==> src/rtl/safety_wd_pkg.sv <==
// Constants and types for the safety watchdog
package safety_wd_pkg;
    // Clock and time base
    localparam int CLK_PERIOD_NS = 20;
    localparam int HALF_MS_NS = 500000;
    localparam int HALF_MS_CYCLES = HALF_MS_NS / CLK_PERIOD_NS;
    localparam int INIT_WINDOW_MS = 256;
    localparam int RST_LOW_LIMIT_MS = 8000;
    localparam logic [11:0] INIT_HALF_TICKS = 12'(INIT_WINDOW_MS * 2);
    localparam logic [13:0] RST_LOW_HALF_TICKS = 14'(RST_LOW_LIMIT_MS * 2);

    // Challenge word
    localparam logic [7:0] CHAL_RESET = 8'hB2;
    localparam logic [7:0] CHAL_TAPS = 8'hB8;

    // Counters
    localparam logic [2:0] WD_ERR_MAX = 3'h6;
    localparam logic [2:0] WD_ERR_STEP = 3'h2;
    localparam logic [2:0] RFR_MAX = 3'h6;
    localparam logic [2:0] FLT_START = 3'h1;
    localparam logic [2:0] FLT_FINAL = 3'h6;

    // Window codes: 0 disables, 1..15 select a period
    localparam logic [3:0] WIN_DISABLED = 4'h0;
    localparam logic [3:0] WIN_DEFAULT = 4'h3;

    typedef enum logic [2:0] {
        ST_WAIT_PRE,
        ST_SELFTEST,
        ST_INIT,
        ST_NORMAL,
        ST_ASSERT_RST,
        ST_DEEP_FS,
        ST_LOW_POWER_OFF_DEEP
    } fsm_state_t;

    // Serial commands, one-cycle strobes
    typedef struct packed {
        logic ans_wr;
        logic [7:0] ans;
        logic seed_wr;
        logic [7:0] seed;
        logic win_wr;
        logic [3:0] win_code;
        logic rdur_wr;
        logic [1:0] rdur;
        logic imp_wr;
        logic timer8_dis;
        logic analog_selftest_second_req;
    } cmd_t;

    // Safety configuration, erased on every wake-up
    typedef struct packed {
        logic [3:0] win_code;
        logic [3:0] win_pend;
        logic pend_valid;
        logic [1:0] rdur;
        logic timer8_dis;
    } cfg_t;

    localparam cfg_t CFG_DEFAULT = '{win_code: WIN_DEFAULT, win_pend: WIN_DEFAULT,
        pend_valid: 1'b0, rdur: 2'h0, timer8_dis: 1'b0};

    // Half period in half-ms ticks
    function automatic logic [11:0] win_half_ticks(input logic [3:0] code);
        case (code)
            4'h1: win_half_ticks = 12'h001;
            4'h2: win_half_ticks = 12'h002;
            4'h3: win_half_ticks = 12'h003;
            4'h4: win_half_ticks = 12'h004;
            4'h5: win_half_ticks = 12'h006;
            4'h6: win_half_ticks = 12'h008;
            4'h7: win_half_ticks = 12'h00C;
            4'h8: win_half_ticks = 12'h010;
            4'h9: win_half_ticks = 12'h018;
            4'hA: win_half_ticks = 12'h020;
            4'hB: win_half_ticks = 12'h040;
            4'hC: win_half_ticks = 12'h080;
            4'hD: win_half_ticks = 12'h100;
            4'hE: win_half_ticks = 12'h200;
            4'hF: win_half_ticks = 12'h400;
            default: win_half_ticks = 12'h003;
        endcase
    endfunction

    // Reset low duration in half-ms ticks
    function automatic logic [11:0] rdur_half_ticks(input logic [1:0] code);
        case (code)
            2'h0: rdur_half_ticks = 12'h014;
            2'h1: rdur_half_ticks = 12'h002;
            2'h2: rdur_half_ticks = 12'h064;
            default: rdur_half_ticks = 12'h0C8;
        endcase
    endfunction

    // Expected answer: the host computes the same transform
    function automatic logic [7:0] answer_of(input logic [7:0] chal);
        answer_of = ~chal;
    endfunction
endpackage

==> src/rtl/safety_window_watchdog_fsm.sv <==
// Fail-safe state machine with challenge/response window watchdog
// What this block does
// - Second analog self-test only on host command
// - Critical aux supply holds fail-safe zero until test
// - Init phase starts when reset output releases after the self-tests
// - Init lasts 256 ms, then init fields lock
// - First good answer moves init to normal
// - Any reset-causing fault leaves normal mode
// - Reset held for configured duration, then released
// - Deep fail-safe on final count or 8 s
// - Deep fail-safe: outputs asserted, key controls exit
// - Power-up 8 s timer until reset release
// - 8 s timer restarts per assertion, disableable
// - Missing or closed-window answer is an error
// - Debug pin at start-up inhibits watchdog effect
// - Fifteen selectable window periods, default 3 ms
// - Watchdog disable allowed only in init phase
// - Eight-bit LFSR challenge, host seed optional
// - Challenge resets to B2 hex
// - Good answer: new challenge, window restarts
// - Wrong answer: error count, restart, interrupt
// - Failed init answer: reset, fail-safe, fault count
// - New period applies at answer or timeout
// - Failure adds two, good refresh subtracts one
// - Fault count starts at one, fail-safe asserted
`timescale 1ns/1ps
module safety_window_watchdog_fsm #(
    parameter int HALF_MS_CYC = safety_wd_pkg::HALF_MS_CYCLES
) (
    input wire logic i_ref_clk,
    input wire logic i_nrst,
    input wire safety_wd_pkg::cmd_t i_cmd,
    input wire logic i_preregulator_ok,
    input wire logic i_logic_selftest_done,
    input wire logic i_analog_selftest_first_done,
    input wire logic i_analog_selftest_second_done,
    input wire logic i_analog_selftest_second_pass,
    input wire logic i_aux_supply_critical,
    input wire logic i_deep_fs_enable,
    input wire logic i_keep_alive_supply_on,
    input wire logic i_supervisor_fault,
    input wire logic i_mcu_reset_pin,
    input wire logic i_key_pin,
    input wire logic i_debug_pin,
    output logic o_mcu_reset_out_n,
    output logic o_failsafe_out_zero_n,
    output logic o_failsafe_out_one_n,
    output logic o_interrupt_out_n,
    output logic o_analog_selftest_second_start,
    output logic o_regulators_en,
    output logic o_keep_alive_supply_en,
    output logic [7:0] o_challenge_word_reg,
    output logic [2:0] o_wd_err_cnt,
    output logic [2:0] o_fault_cnt,
    output safety_wd_pkg::fsm_state_t o_state
);
    import safety_wd_pkg::*;

    fsm_state_t state_r;
    cfg_t cfg_r;
    logic [7:0] chal_r;
    logic [2:0] wd_err_r;
    logic [2:0] rfr_r;
    logic [2:0] flt_r;
    logic analog_selftest_second_ok_r;
    logic wd_en_r;
    logic dbg_r;
    logic [11:0] rcnt_r;
    logic [13:0] t8_r;
    logic [2:0] rst_sync_r, key_sync_r, dbg_sync_r;
    logic [1:0] rst_echo_r;
    logic tick, closed, timeout;

    // Three-stage synchronisers for pins; only stage two is read
    always_ff @(posedge i_ref_clk or negedge i_nrst) begin
        if (!i_nrst) begin
            rst_sync_r <= 3'h7;
            key_sync_r <= 3'h0;
            dbg_sync_r <= 3'h0;
            rst_echo_r <= 2'h0;
        end else begin
            rst_echo_r <= {rst_echo_r[0], o_mcu_reset_out_n}; // Own drive, synchroniser delay
            rst_sync_r <= {rst_sync_r[1:0], i_mcu_reset_pin};
            key_sync_r <= {key_sync_r[1:0], i_key_pin};
            dbg_sync_r <= {dbg_sync_r[1:0], i_debug_pin};
        end
    end

    wire rst_pin = rst_sync_r[1];
    wire key_pin = key_sync_r[1];
    wire dbg_pin = dbg_sync_r[1];

    // Phase decode
    wire in_init = (state_r == ST_INIT);
    wire in_norm = (state_r == ST_NORMAL);
    wire wd_act = (in_init || in_norm) && wd_en_r;
    wire selftests_done = i_logic_selftest_done && i_analog_selftest_first_done;
    wire wake = (state_r == ST_LOW_POWER_OFF_DEEP) && key_pin;

    // Answer classification
    wire ans_good = (i_cmd.ans == answer_of(chal_r));
    wire wd_ok = wd_act && i_cmd.ans_wr && ans_good && !closed;
    wire wd_nok = wd_act && ((i_cmd.ans_wr && (!ans_good || closed)) || timeout);
    wire init_fail = in_init && wd_nok;
    wire init_idle_end = in_init && !wd_en_r && timeout;
    wire [2:0] err_sum = 3'(wd_err_r + WD_ERR_STEP);
    wire err_max = in_norm && wd_nok && (err_sum >= WD_ERR_MAX);

    // External reset: line pulled low while this block releases it
    wire ext_rst = (in_init || in_norm) && rst_echo_r[1] && !rst_pin;
    wire trip = (in_init || in_norm) && (i_supervisor_fault || ext_rst
        || ((init_fail || err_max) && !dbg_r));
    wire [2:0] flt_inc = (flt_r == FLT_FINAL) ? flt_r : 3'(flt_r + 3'h1);
    wire dfs_go_cnt = i_deep_fs_enable && trip && (flt_inc == FLT_FINAL);
    wire t8_run = (state_r == ST_WAIT_PRE) || (state_r == ST_SELFTEST)
        || ((state_r == ST_ASSERT_RST) && !cfg_r.timer8_dis);
    wire dfs_go_t8 = i_deep_fs_enable && t8_run && (t8_r >= RST_LOW_HALF_TICKS);
    wire rst_done = (state_r == ST_ASSERT_RST) && (rcnt_r >= rdur_half_ticks(cfg_r.rdur))
        && !i_supervisor_fault;
    wire refresh_apply = i_cmd.ans_wr || timeout;
    wire win_wr_ok = i_cmd.win_wr && (in_init || (in_norm && i_cmd.win_code != WIN_DISABLED));

    // Main state sequence
    always_ff @(posedge i_ref_clk or negedge i_nrst) begin
        if (!i_nrst) begin
            state_r <= ST_WAIT_PRE;
        end else begin
            case (state_r)
                ST_WAIT_PRE:
                    if (dfs_go_t8) state_r <= ST_DEEP_FS;
                    else if (i_preregulator_ok) state_r <= ST_SELFTEST;
                ST_SELFTEST:
                    if (dfs_go_t8) state_r <= ST_DEEP_FS;
                    else if (selftests_done) state_r <= ST_INIT;
                ST_INIT:
                    if (dfs_go_cnt) state_r <= ST_DEEP_FS;
                    else if (trip) state_r <= ST_ASSERT_RST;
                    else if (wd_ok || init_idle_end || init_fail) state_r <= ST_NORMAL;
                ST_NORMAL:
                    if (dfs_go_cnt) state_r <= ST_DEEP_FS;
                    else if (trip) state_r <= ST_ASSERT_RST;
                ST_ASSERT_RST:
                    if (dfs_go_t8) state_r <= ST_DEEP_FS;
                    else if (rst_done) state_r <= ST_NORMAL;
                ST_DEEP_FS:
                    if (!key_pin) state_r <= ST_LOW_POWER_OFF_DEEP;
                ST_LOW_POWER_OFF_DEEP:
                    if (key_pin) state_r <= ST_WAIT_PRE;
                default: state_r <= ST_WAIT_PRE;
            endcase
        end
    end

    // Debug level caught at start-up
    always_ff @(posedge i_ref_clk or negedge i_nrst) begin
        if (!i_nrst) begin
            dbg_r <= 1'b0;
        end else if (state_r == ST_SELFTEST && selftests_done) begin
            dbg_r <= dbg_pin;
        end
    end

    // Safety configuration; init-only fields lock when init is left
    always_ff @(posedge i_ref_clk or negedge i_nrst) begin
        if (!i_nrst) begin
            cfg_r <= CFG_DEFAULT;
            wd_en_r <= 1'b1;
        end else if (wake) begin
            cfg_r <= CFG_DEFAULT; // Config is lost in low-power off
            wd_en_r <= 1'b1;
        end else begin
            if (in_init && i_cmd.rdur_wr) cfg_r.rdur <= i_cmd.rdur;
            if (in_init && i_cmd.imp_wr) cfg_r.timer8_dis <= i_cmd.timer8_dis;
            if (win_wr_ok && (!wd_en_r || i_cmd.win_code == WIN_DISABLED)) begin
                cfg_r.win_code <= i_cmd.win_code;
                cfg_r.pend_valid <= 1'b0;
                wd_en_r <= (i_cmd.win_code != WIN_DISABLED);
            end else if (win_wr_ok) begin
                cfg_r.win_pend <= i_cmd.win_code;
                cfg_r.pend_valid <= 1'b1;
            end else if (cfg_r.pend_valid && refresh_apply) begin
                cfg_r.win_code <= cfg_r.win_pend;
                cfg_r.pend_valid <= 1'b0;
            end
        end
    end

    // Window timer: init is one fully open span, normal is closed then open
    window_period_reg_timer #(
        .HALF_MS_CYC(HALF_MS_CYC)
    ) u_timer (
        .i_ref_clk(i_ref_clk),
        .i_nrst(i_nrst),
        .i_run(in_init || (in_norm && wd_en_r)),
        .i_restart(i_cmd.ans_wr && wd_act),
        .i_fully_open(in_init),
        .i_half_ticks(win_half_ticks(cfg_r.win_code)),
        .o_tick(tick),
        .o_closed(closed),
        .o_timeout(timeout)
    );

    // Challenge word: seed in init, advance only on a good answer
    wire lfsr_fb = ^(chal_r & CHAL_TAPS);
    always_ff @(posedge i_ref_clk or negedge i_nrst) begin
        if (!i_nrst) begin
            chal_r <= CHAL_RESET;
        end else if (wake) begin
            chal_r <= CHAL_RESET;
        end else if (wd_ok) begin
            chal_r <= {chal_r[6:0], lfsr_fb};
        end else if (in_init && i_cmd.seed_wr) begin
            chal_r <= i_cmd.seed;
        end
    end

    // Watchdog error and refresh counters
    always_ff @(posedge i_ref_clk or negedge i_nrst) begin
        if (!i_nrst) begin
            wd_err_r <= 3'h0;
            rfr_r <= 3'h0;
        end else if (wake || err_max) begin
            wd_err_r <= 3'h0;
            rfr_r <= 3'h0;
        end else if (wd_nok) begin
            wd_err_r <= err_sum;
            rfr_r <= 3'h0;
        end else if (wd_ok) begin
            wd_err_r <= (wd_err_r == 3'h0) ? 3'h0 : 3'(wd_err_r - 3'h1);
            rfr_r <= (rfr_r == RFR_MAX) ? 3'h0 : 3'(rfr_r + 3'h1);
        end
    end

    // Fault error counter: up on each trip until FLT_FINAL, down after a run of refreshes
    always_ff @(posedge i_ref_clk or negedge i_nrst) begin
        if (!i_nrst) begin
            flt_r <= FLT_START;
        end else if (wake) begin
            flt_r <= FLT_START;
        end else if (trip) begin
            flt_r <= flt_inc;
        end else if (wd_ok && rfr_r == RFR_MAX && flt_r != 3'h0) begin
            flt_r <= 3'(flt_r - 3'h1);
        end
    end

    // Second analog self-test: started by command only, result held
    always_ff @(posedge i_ref_clk or negedge i_nrst) begin
        if (!i_nrst) begin
            analog_selftest_second_ok_r <= 1'b0;
            o_analog_selftest_second_start <= 1'b0;
        end else begin
            o_analog_selftest_second_start <= i_cmd.analog_selftest_second_req && (in_init || in_norm);
            if (wake) analog_selftest_second_ok_r <= 1'b0;
            else if (i_analog_selftest_second_done) analog_selftest_second_ok_r <= i_analog_selftest_second_pass;
        end
    end

    // Reset duration and 8 s reset-low timers on the half-ms tick
    always_ff @(posedge i_ref_clk or negedge i_nrst) begin
        if (!i_nrst) begin
            rcnt_r <= 12'h000;
            t8_r <= 14'h0000;
        end else begin
            if (state_r != ST_ASSERT_RST) rcnt_r <= 12'h000;
            else if (tick) rcnt_r <= 12'(rcnt_r + 12'h001);
            if (trip || !t8_run) t8_r <= 14'h0000;
            else if (tick && t8_r != RST_LOW_HALF_TICKS) t8_r <= 14'(t8_r + 14'h0001);
        end
    end

    // Output pins, all registered; fail-safe zero waits for the aux test
    wire fs_ok_state = in_init || in_norm || (state_r == ST_ASSERT_RST);
    wire aux_gate = !i_aux_supply_critical || analog_selftest_second_ok_r;
    wire fs0_rel = fs_ok_state && (flt_r == 3'h0) && aux_gate;
    wire deep = (state_r == ST_DEEP_FS) || (state_r == ST_LOW_POWER_OFF_DEEP);
    wire rst_rel = (in_init && !trip) || (in_norm && !trip) || rst_done
        || (state_r == ST_SELFTEST && selftests_done);
    always_ff @(posedge i_ref_clk or negedge i_nrst) begin
        if (!i_nrst) begin
            o_mcu_reset_out_n <= 1'b0;
            o_failsafe_out_zero_n <= 1'b0;
            o_failsafe_out_one_n <= 1'b0;
            o_interrupt_out_n <= 1'b1;
            o_regulators_en <= 1'b0;
            o_keep_alive_supply_en <= 1'b0;
        end else begin
            o_mcu_reset_out_n <= rst_rel && !deep && !dfs_go_cnt && !dfs_go_t8;
            o_failsafe_out_zero_n <= fs0_rel && !trip;
            o_failsafe_out_one_n <= o_failsafe_out_zero_n && fs0_rel && !trip;
            o_interrupt_out_n <= !wd_nok;
            o_regulators_en <= !deep && !dfs_go_cnt && !dfs_go_t8
                && (state_r != ST_WAIT_PRE || i_preregulator_ok);
            o_keep_alive_supply_en <= i_keep_alive_supply_on && (state_r != ST_LOW_POWER_OFF_DEEP
                || o_keep_alive_supply_en);
        end
    end

    // Status mirrors
    always_ff @(posedge i_ref_clk or negedge i_nrst) begin
        if (!i_nrst) begin
            o_challenge_word_reg <= CHAL_RESET;
            o_wd_err_cnt <= 3'h0;
            o_fault_cnt <= FLT_START;
            o_state <= ST_WAIT_PRE;
        end else begin
            o_challenge_word_reg <= chal_r;
            o_wd_err_cnt <= wd_err_r;
            o_fault_cnt <= flt_r;
            o_state <= state_r;
        end
    end
endmodule

==> src/rtl/window_period_reg_timer.sv <==
// Half-ms time base and closed/open window timer for the watchdog
`timescale 1ns/1ps
module window_period_reg_timer #(
    parameter int HALF_MS_CYC = safety_wd_pkg::HALF_MS_CYCLES
) (
    input wire logic i_ref_clk,
    input wire logic i_nrst,
    input wire logic i_run,
    input wire logic i_restart,
    input wire logic i_fully_open,
    input wire logic [11:0] i_half_ticks,
    output logic o_tick,
    output logic o_closed,
    output logic o_timeout
);
    import safety_wd_pkg::*;

    logic [15:0] pre_r;
    logic [11:0] wcnt_r;
    logic tick_r;

    // Window length: closed half then open half, or one open init span
    wire [11:0] total = i_fully_open ? INIT_HALF_TICKS : 12'(i_half_ticks << 1);
    wire pre_wrap = (pre_r == 16'(HALF_MS_CYC - 1));
    wire win_end = tick_r && (wcnt_r == 12'(total - 12'h001));

    // Half-ms prescaler, realigned on restart
    always_ff @(posedge i_ref_clk or negedge i_nrst) begin
        if (!i_nrst) begin
            pre_r <= 16'h0000;
            tick_r <= 1'b0;
        end else begin
            pre_r <= (pre_wrap || i_restart) ? 16'h0000 : 16'(pre_r + 16'h0001);
            tick_r <= pre_wrap && !i_restart;
        end
    end

    // Window position; a timeout wraps back into the closed half
    always_ff @(posedge i_ref_clk or negedge i_nrst) begin
        if (!i_nrst) begin
            wcnt_r <= 12'h000;
        end else if (!i_run || i_restart || win_end) begin
            wcnt_r <= 12'h000;
        end else if (tick_r) begin
            wcnt_r <= 12'(wcnt_r + 12'h001);
        end
    end

    assign o_tick = tick_r;
    assign o_timeout = i_run && win_end && !i_restart;
    assign o_closed = i_run && !i_fully_open && (wcnt_r < i_half_ticks);
endmodule
==> config.mk <==
export PLATFORM = sky130hd
export DESIGN_NAME = safety_window_watchdog_fsm
export DESIGN_NICKNAME = d
export VERILOG_FILES = /design/src/rtl/safety_wd_pkg.sv /design/src/rtl/safety_window_watchdog_fsm.sv /design/src/rtl/window_period_reg_timer.sv
export SDC_FILE = /design/constraint.sdc
export NUM_CORES = 1
export LEC_CHECK = 0
export ABC_AREA = 1
export BUFFER_PORTS_ARGS = -buffer_cell sky130_fd_sc_hd__buf_2
export CAP_MARGIN = 20
export CORE_ASPECT_RATIO = 2
export CORE_MARGIN = 3
export CORE_UTILIZATION = 55
export CTS_BUF_LIST = sky130_fd_sc_hd__clkbuf_8
export DETAILED_ROUTE_END_ITERATION = 8
export PLACE_DENSITY_LB_ADDON = 0.15
export REMOVE_ABC_BUFFERS = 1
export SLEW_MARGIN = 5
export SYNTH_ARGS = -nofsm -noshare
export SYNTH_HDL_FRONTEND = slang
export SYNTH_SLANG_ARGS = --single-unit
export TNS_END_PERCENT = 30
==> constraint.sdc <==
create_clock -name i_ref_clk -period 8.07 [get_ports i_ref_clk]
set_input_delay 1.2105 -clock i_ref_clk [delete_from_list [all_inputs] [get_ports i_ref_clk]]
set_output_delay 1.2105 -clock i_ref_clk [all_outputs]
set_load 0.02 [all_outputs]
==> reports/results.ini <==
[clock_network]
cts.path.max_buffers=2
cts_sinks=122
cts.clk_slew.worst_paths_ns=0.08
clock_latency_ns=0.44
cts_buffers=17
htree_num_levels=4
postCtsSetupBuffers=0
cts_tree=yes
clock-root-buffer=clkbuf_8
post_cts_resized=0
hold_buffers=0

[min_path]
hp-class=flip-flop to flip-flop

[sta]
worstMarginPinSlew_ns=0.886
rsz0062_at_grt=false
max_freq_mhz=274
setup_slack_ns=4.42
slew_headroom=0.409
final-setup-viol-count=0
finalMaxSlewViolations=0
tns_ns=0
clock_skew_ns=0.0156
period_share=0.452
finalCriticalPeriod_ns=3.65
hold_viol=0

[setup_path]
worstPathMaxFanout=22
arrival_ns=4.01
path_delay_family=simple AND/OR/NAND/NOR gates
crit_type=flip-flop to flip-flop
path_cells=inv_2, nand3_2, nand3_1, ha_1, nand2_1, inv_1, nor3_1, nand2_1, nor2_1, nand3_1, nor2_1, nand3_1, nor2_2, nand4_2, nand2_4, o211ai_4, nand3_1, nor2_1, nor2_2, nand2_1, nand2_1
start_kind=flip-flop
critPathSlowestCell=dfrtp_1
setup.worst_path.end_class=flip-flop
worst-path-buf-inv=2
cpPeakStageDelay_ns=0.52
crit_required_ns=8.43

[finish]
antennaDiodeCount=0
final_nets=1046
largest_register_ffs=16
top_register=u_timer.pre_r
top_regs=u_timer.pre_r x16, t8_r x14
syn2layout_area_growth_pct=12.2
drive_gt1_frac=0.146

[power_and_ir_drop]
leakage_nw=3.87
p_total_mw=2.46
powerDensity_nw_per_um2=316
ir_worst_vdd_mv=0.190

[synth]
synth_common_cells=nand2_1 (178), inv_1 (142), dfrtp_1 (104)
synth.area.top_cells=dfrtp_1 (37%), nand2_1 (9.6%), inv_1 (7.7%)
async_reset_ff_frac=1.00
synth.distinct_cells=46
syn_area_um2=6950
ys.flop_type=dfrtp_1
synth-edff-count=0
synth_area_leader_cell=dfrtp_1
seq_area_frac_synth=0.442
ys_warn_count=0
syn_inst=896
synth-seq-cells=122
synth_top_area_share=0.374
yosysMostFrequentCell=nand2_1
syn_avg_cell_area_um2=7.76

[floorplanning]
coreArea_um2=12300
fp.dieH_um=165
dieWidth_um=85.5
io_pins=67
die-area_um2=14100
start_util=0.567
rows=57

[route]
drc_errors=0
vias_per_cell=5.51
drtPass1Iterations=5
antenna_left=0
vias=6245
avgRoutedWirePerCell_um=15.4
drt_wl_total_um=17400
drtIter0Drc=274

[grt]
grt_pass1_vias=6331
antenna_found_initial=0
grt_overflow_total=0
grt_pass1_wl_um=28600
grt_max_degree=71
grt.total_usage=0.259

[placement]
dp_hpwl_um=13400
io_buffers=66
globalplace.congestion=0.956
pre_cts_slack_ns=4.51

[status]
outcome=finished, final reports clean

[job]
maxCapViolCount=0

-- per-stage QoR --
step                 util  hold WS (ns)  area (um^2)  std cells
finish              0.636         0.355         7800       1133
global route        0.636         0.365         7800       1133
CTS                 0.636         0.356         7800       1133
detailed placement  0.605         0.337         7430       1101
global placement    0.605         0.333         7430       1101
floorplan               -         0.331         6890        885
-- cell usage in the layout, fill, tap and decap left out, types with 5 or more instances in the layout --
master,n
o21ai_0,56
nand2_2,5
dfrtp_1,104
nand3_1,67
nor4_1,13
xor2_1,7
inv_1,143
nand2_1,178
clkinvlp_4,6
a31oi_1,6
nor2_2,6
nor3_1,35
buf_2,65
clkbuf_8,18
nand4_1,13
a21oi_1,49
ha_1,30
nor2_1,94
dfstp_2,18
xnor2_1,11
-- path summary, 6_finish.rpt --
kind | start | slack (ns) | depth (start not counted) | to
max in group asynchronous | i_nrst | 5.89 | 2 | u_timer.pre_r[9]
worst min-delay path | rst_echo_r[0] | 0.36 | 0 | rst_echo_r[1]
worst min register to register | rst_echo_r[0] | 0.36 | 0 | rst_echo_r[1]
worst max-delay path | state_r[0] | 4.42 | 21 | state_r[0]
worst max register to register | state_r[0] | 4.42 | 21 | state_r[0]
min in group asynchronous | i_nrst | 0.81 | 1 | t8_r[3]
-- kinds of logic after synthesis --
| kind of cell | count (synthesis) | synth area share |
|---|---|---|
| buf+inv | 159 | 0.0900 |
| xor+xnor | 18 | 0.0227 |
| compound gates | 143 | 0.120 |
| fa+ha+maj | 30 | 0.0540 |
| simple gates | 424 | 0.271 |
| flops | 122 | 0.442 |
-- report_power, final --
group | internal, mW | switching [mW]
logic | 0.341 | 0.686
registers | 0.784 | 0.140
clock network | 0.252 | 0.260
total | 1.38 | 1.09
-- layout make-up --
class,count,area [um^2]
clock buffer,18,248
inverter,148,561
multi-input combinational,615,3250
sequential,122,3080
tap,147,184
fill,1146,4470
clock inverter,14,126
timing repair buffer,69,355
-- metal layers --
layer,share of wire,up-vias,global-route usage,wire [um]
met2,0.57,157,0.497,9860
met5,0,-,0,0
met4,0.040,0,0.131,704
met3,0.035,54,0.0499,610
met1,0.36,2935,0.256,6260
li1,-,3099,-,-
(Power assumes the default switching activity.)
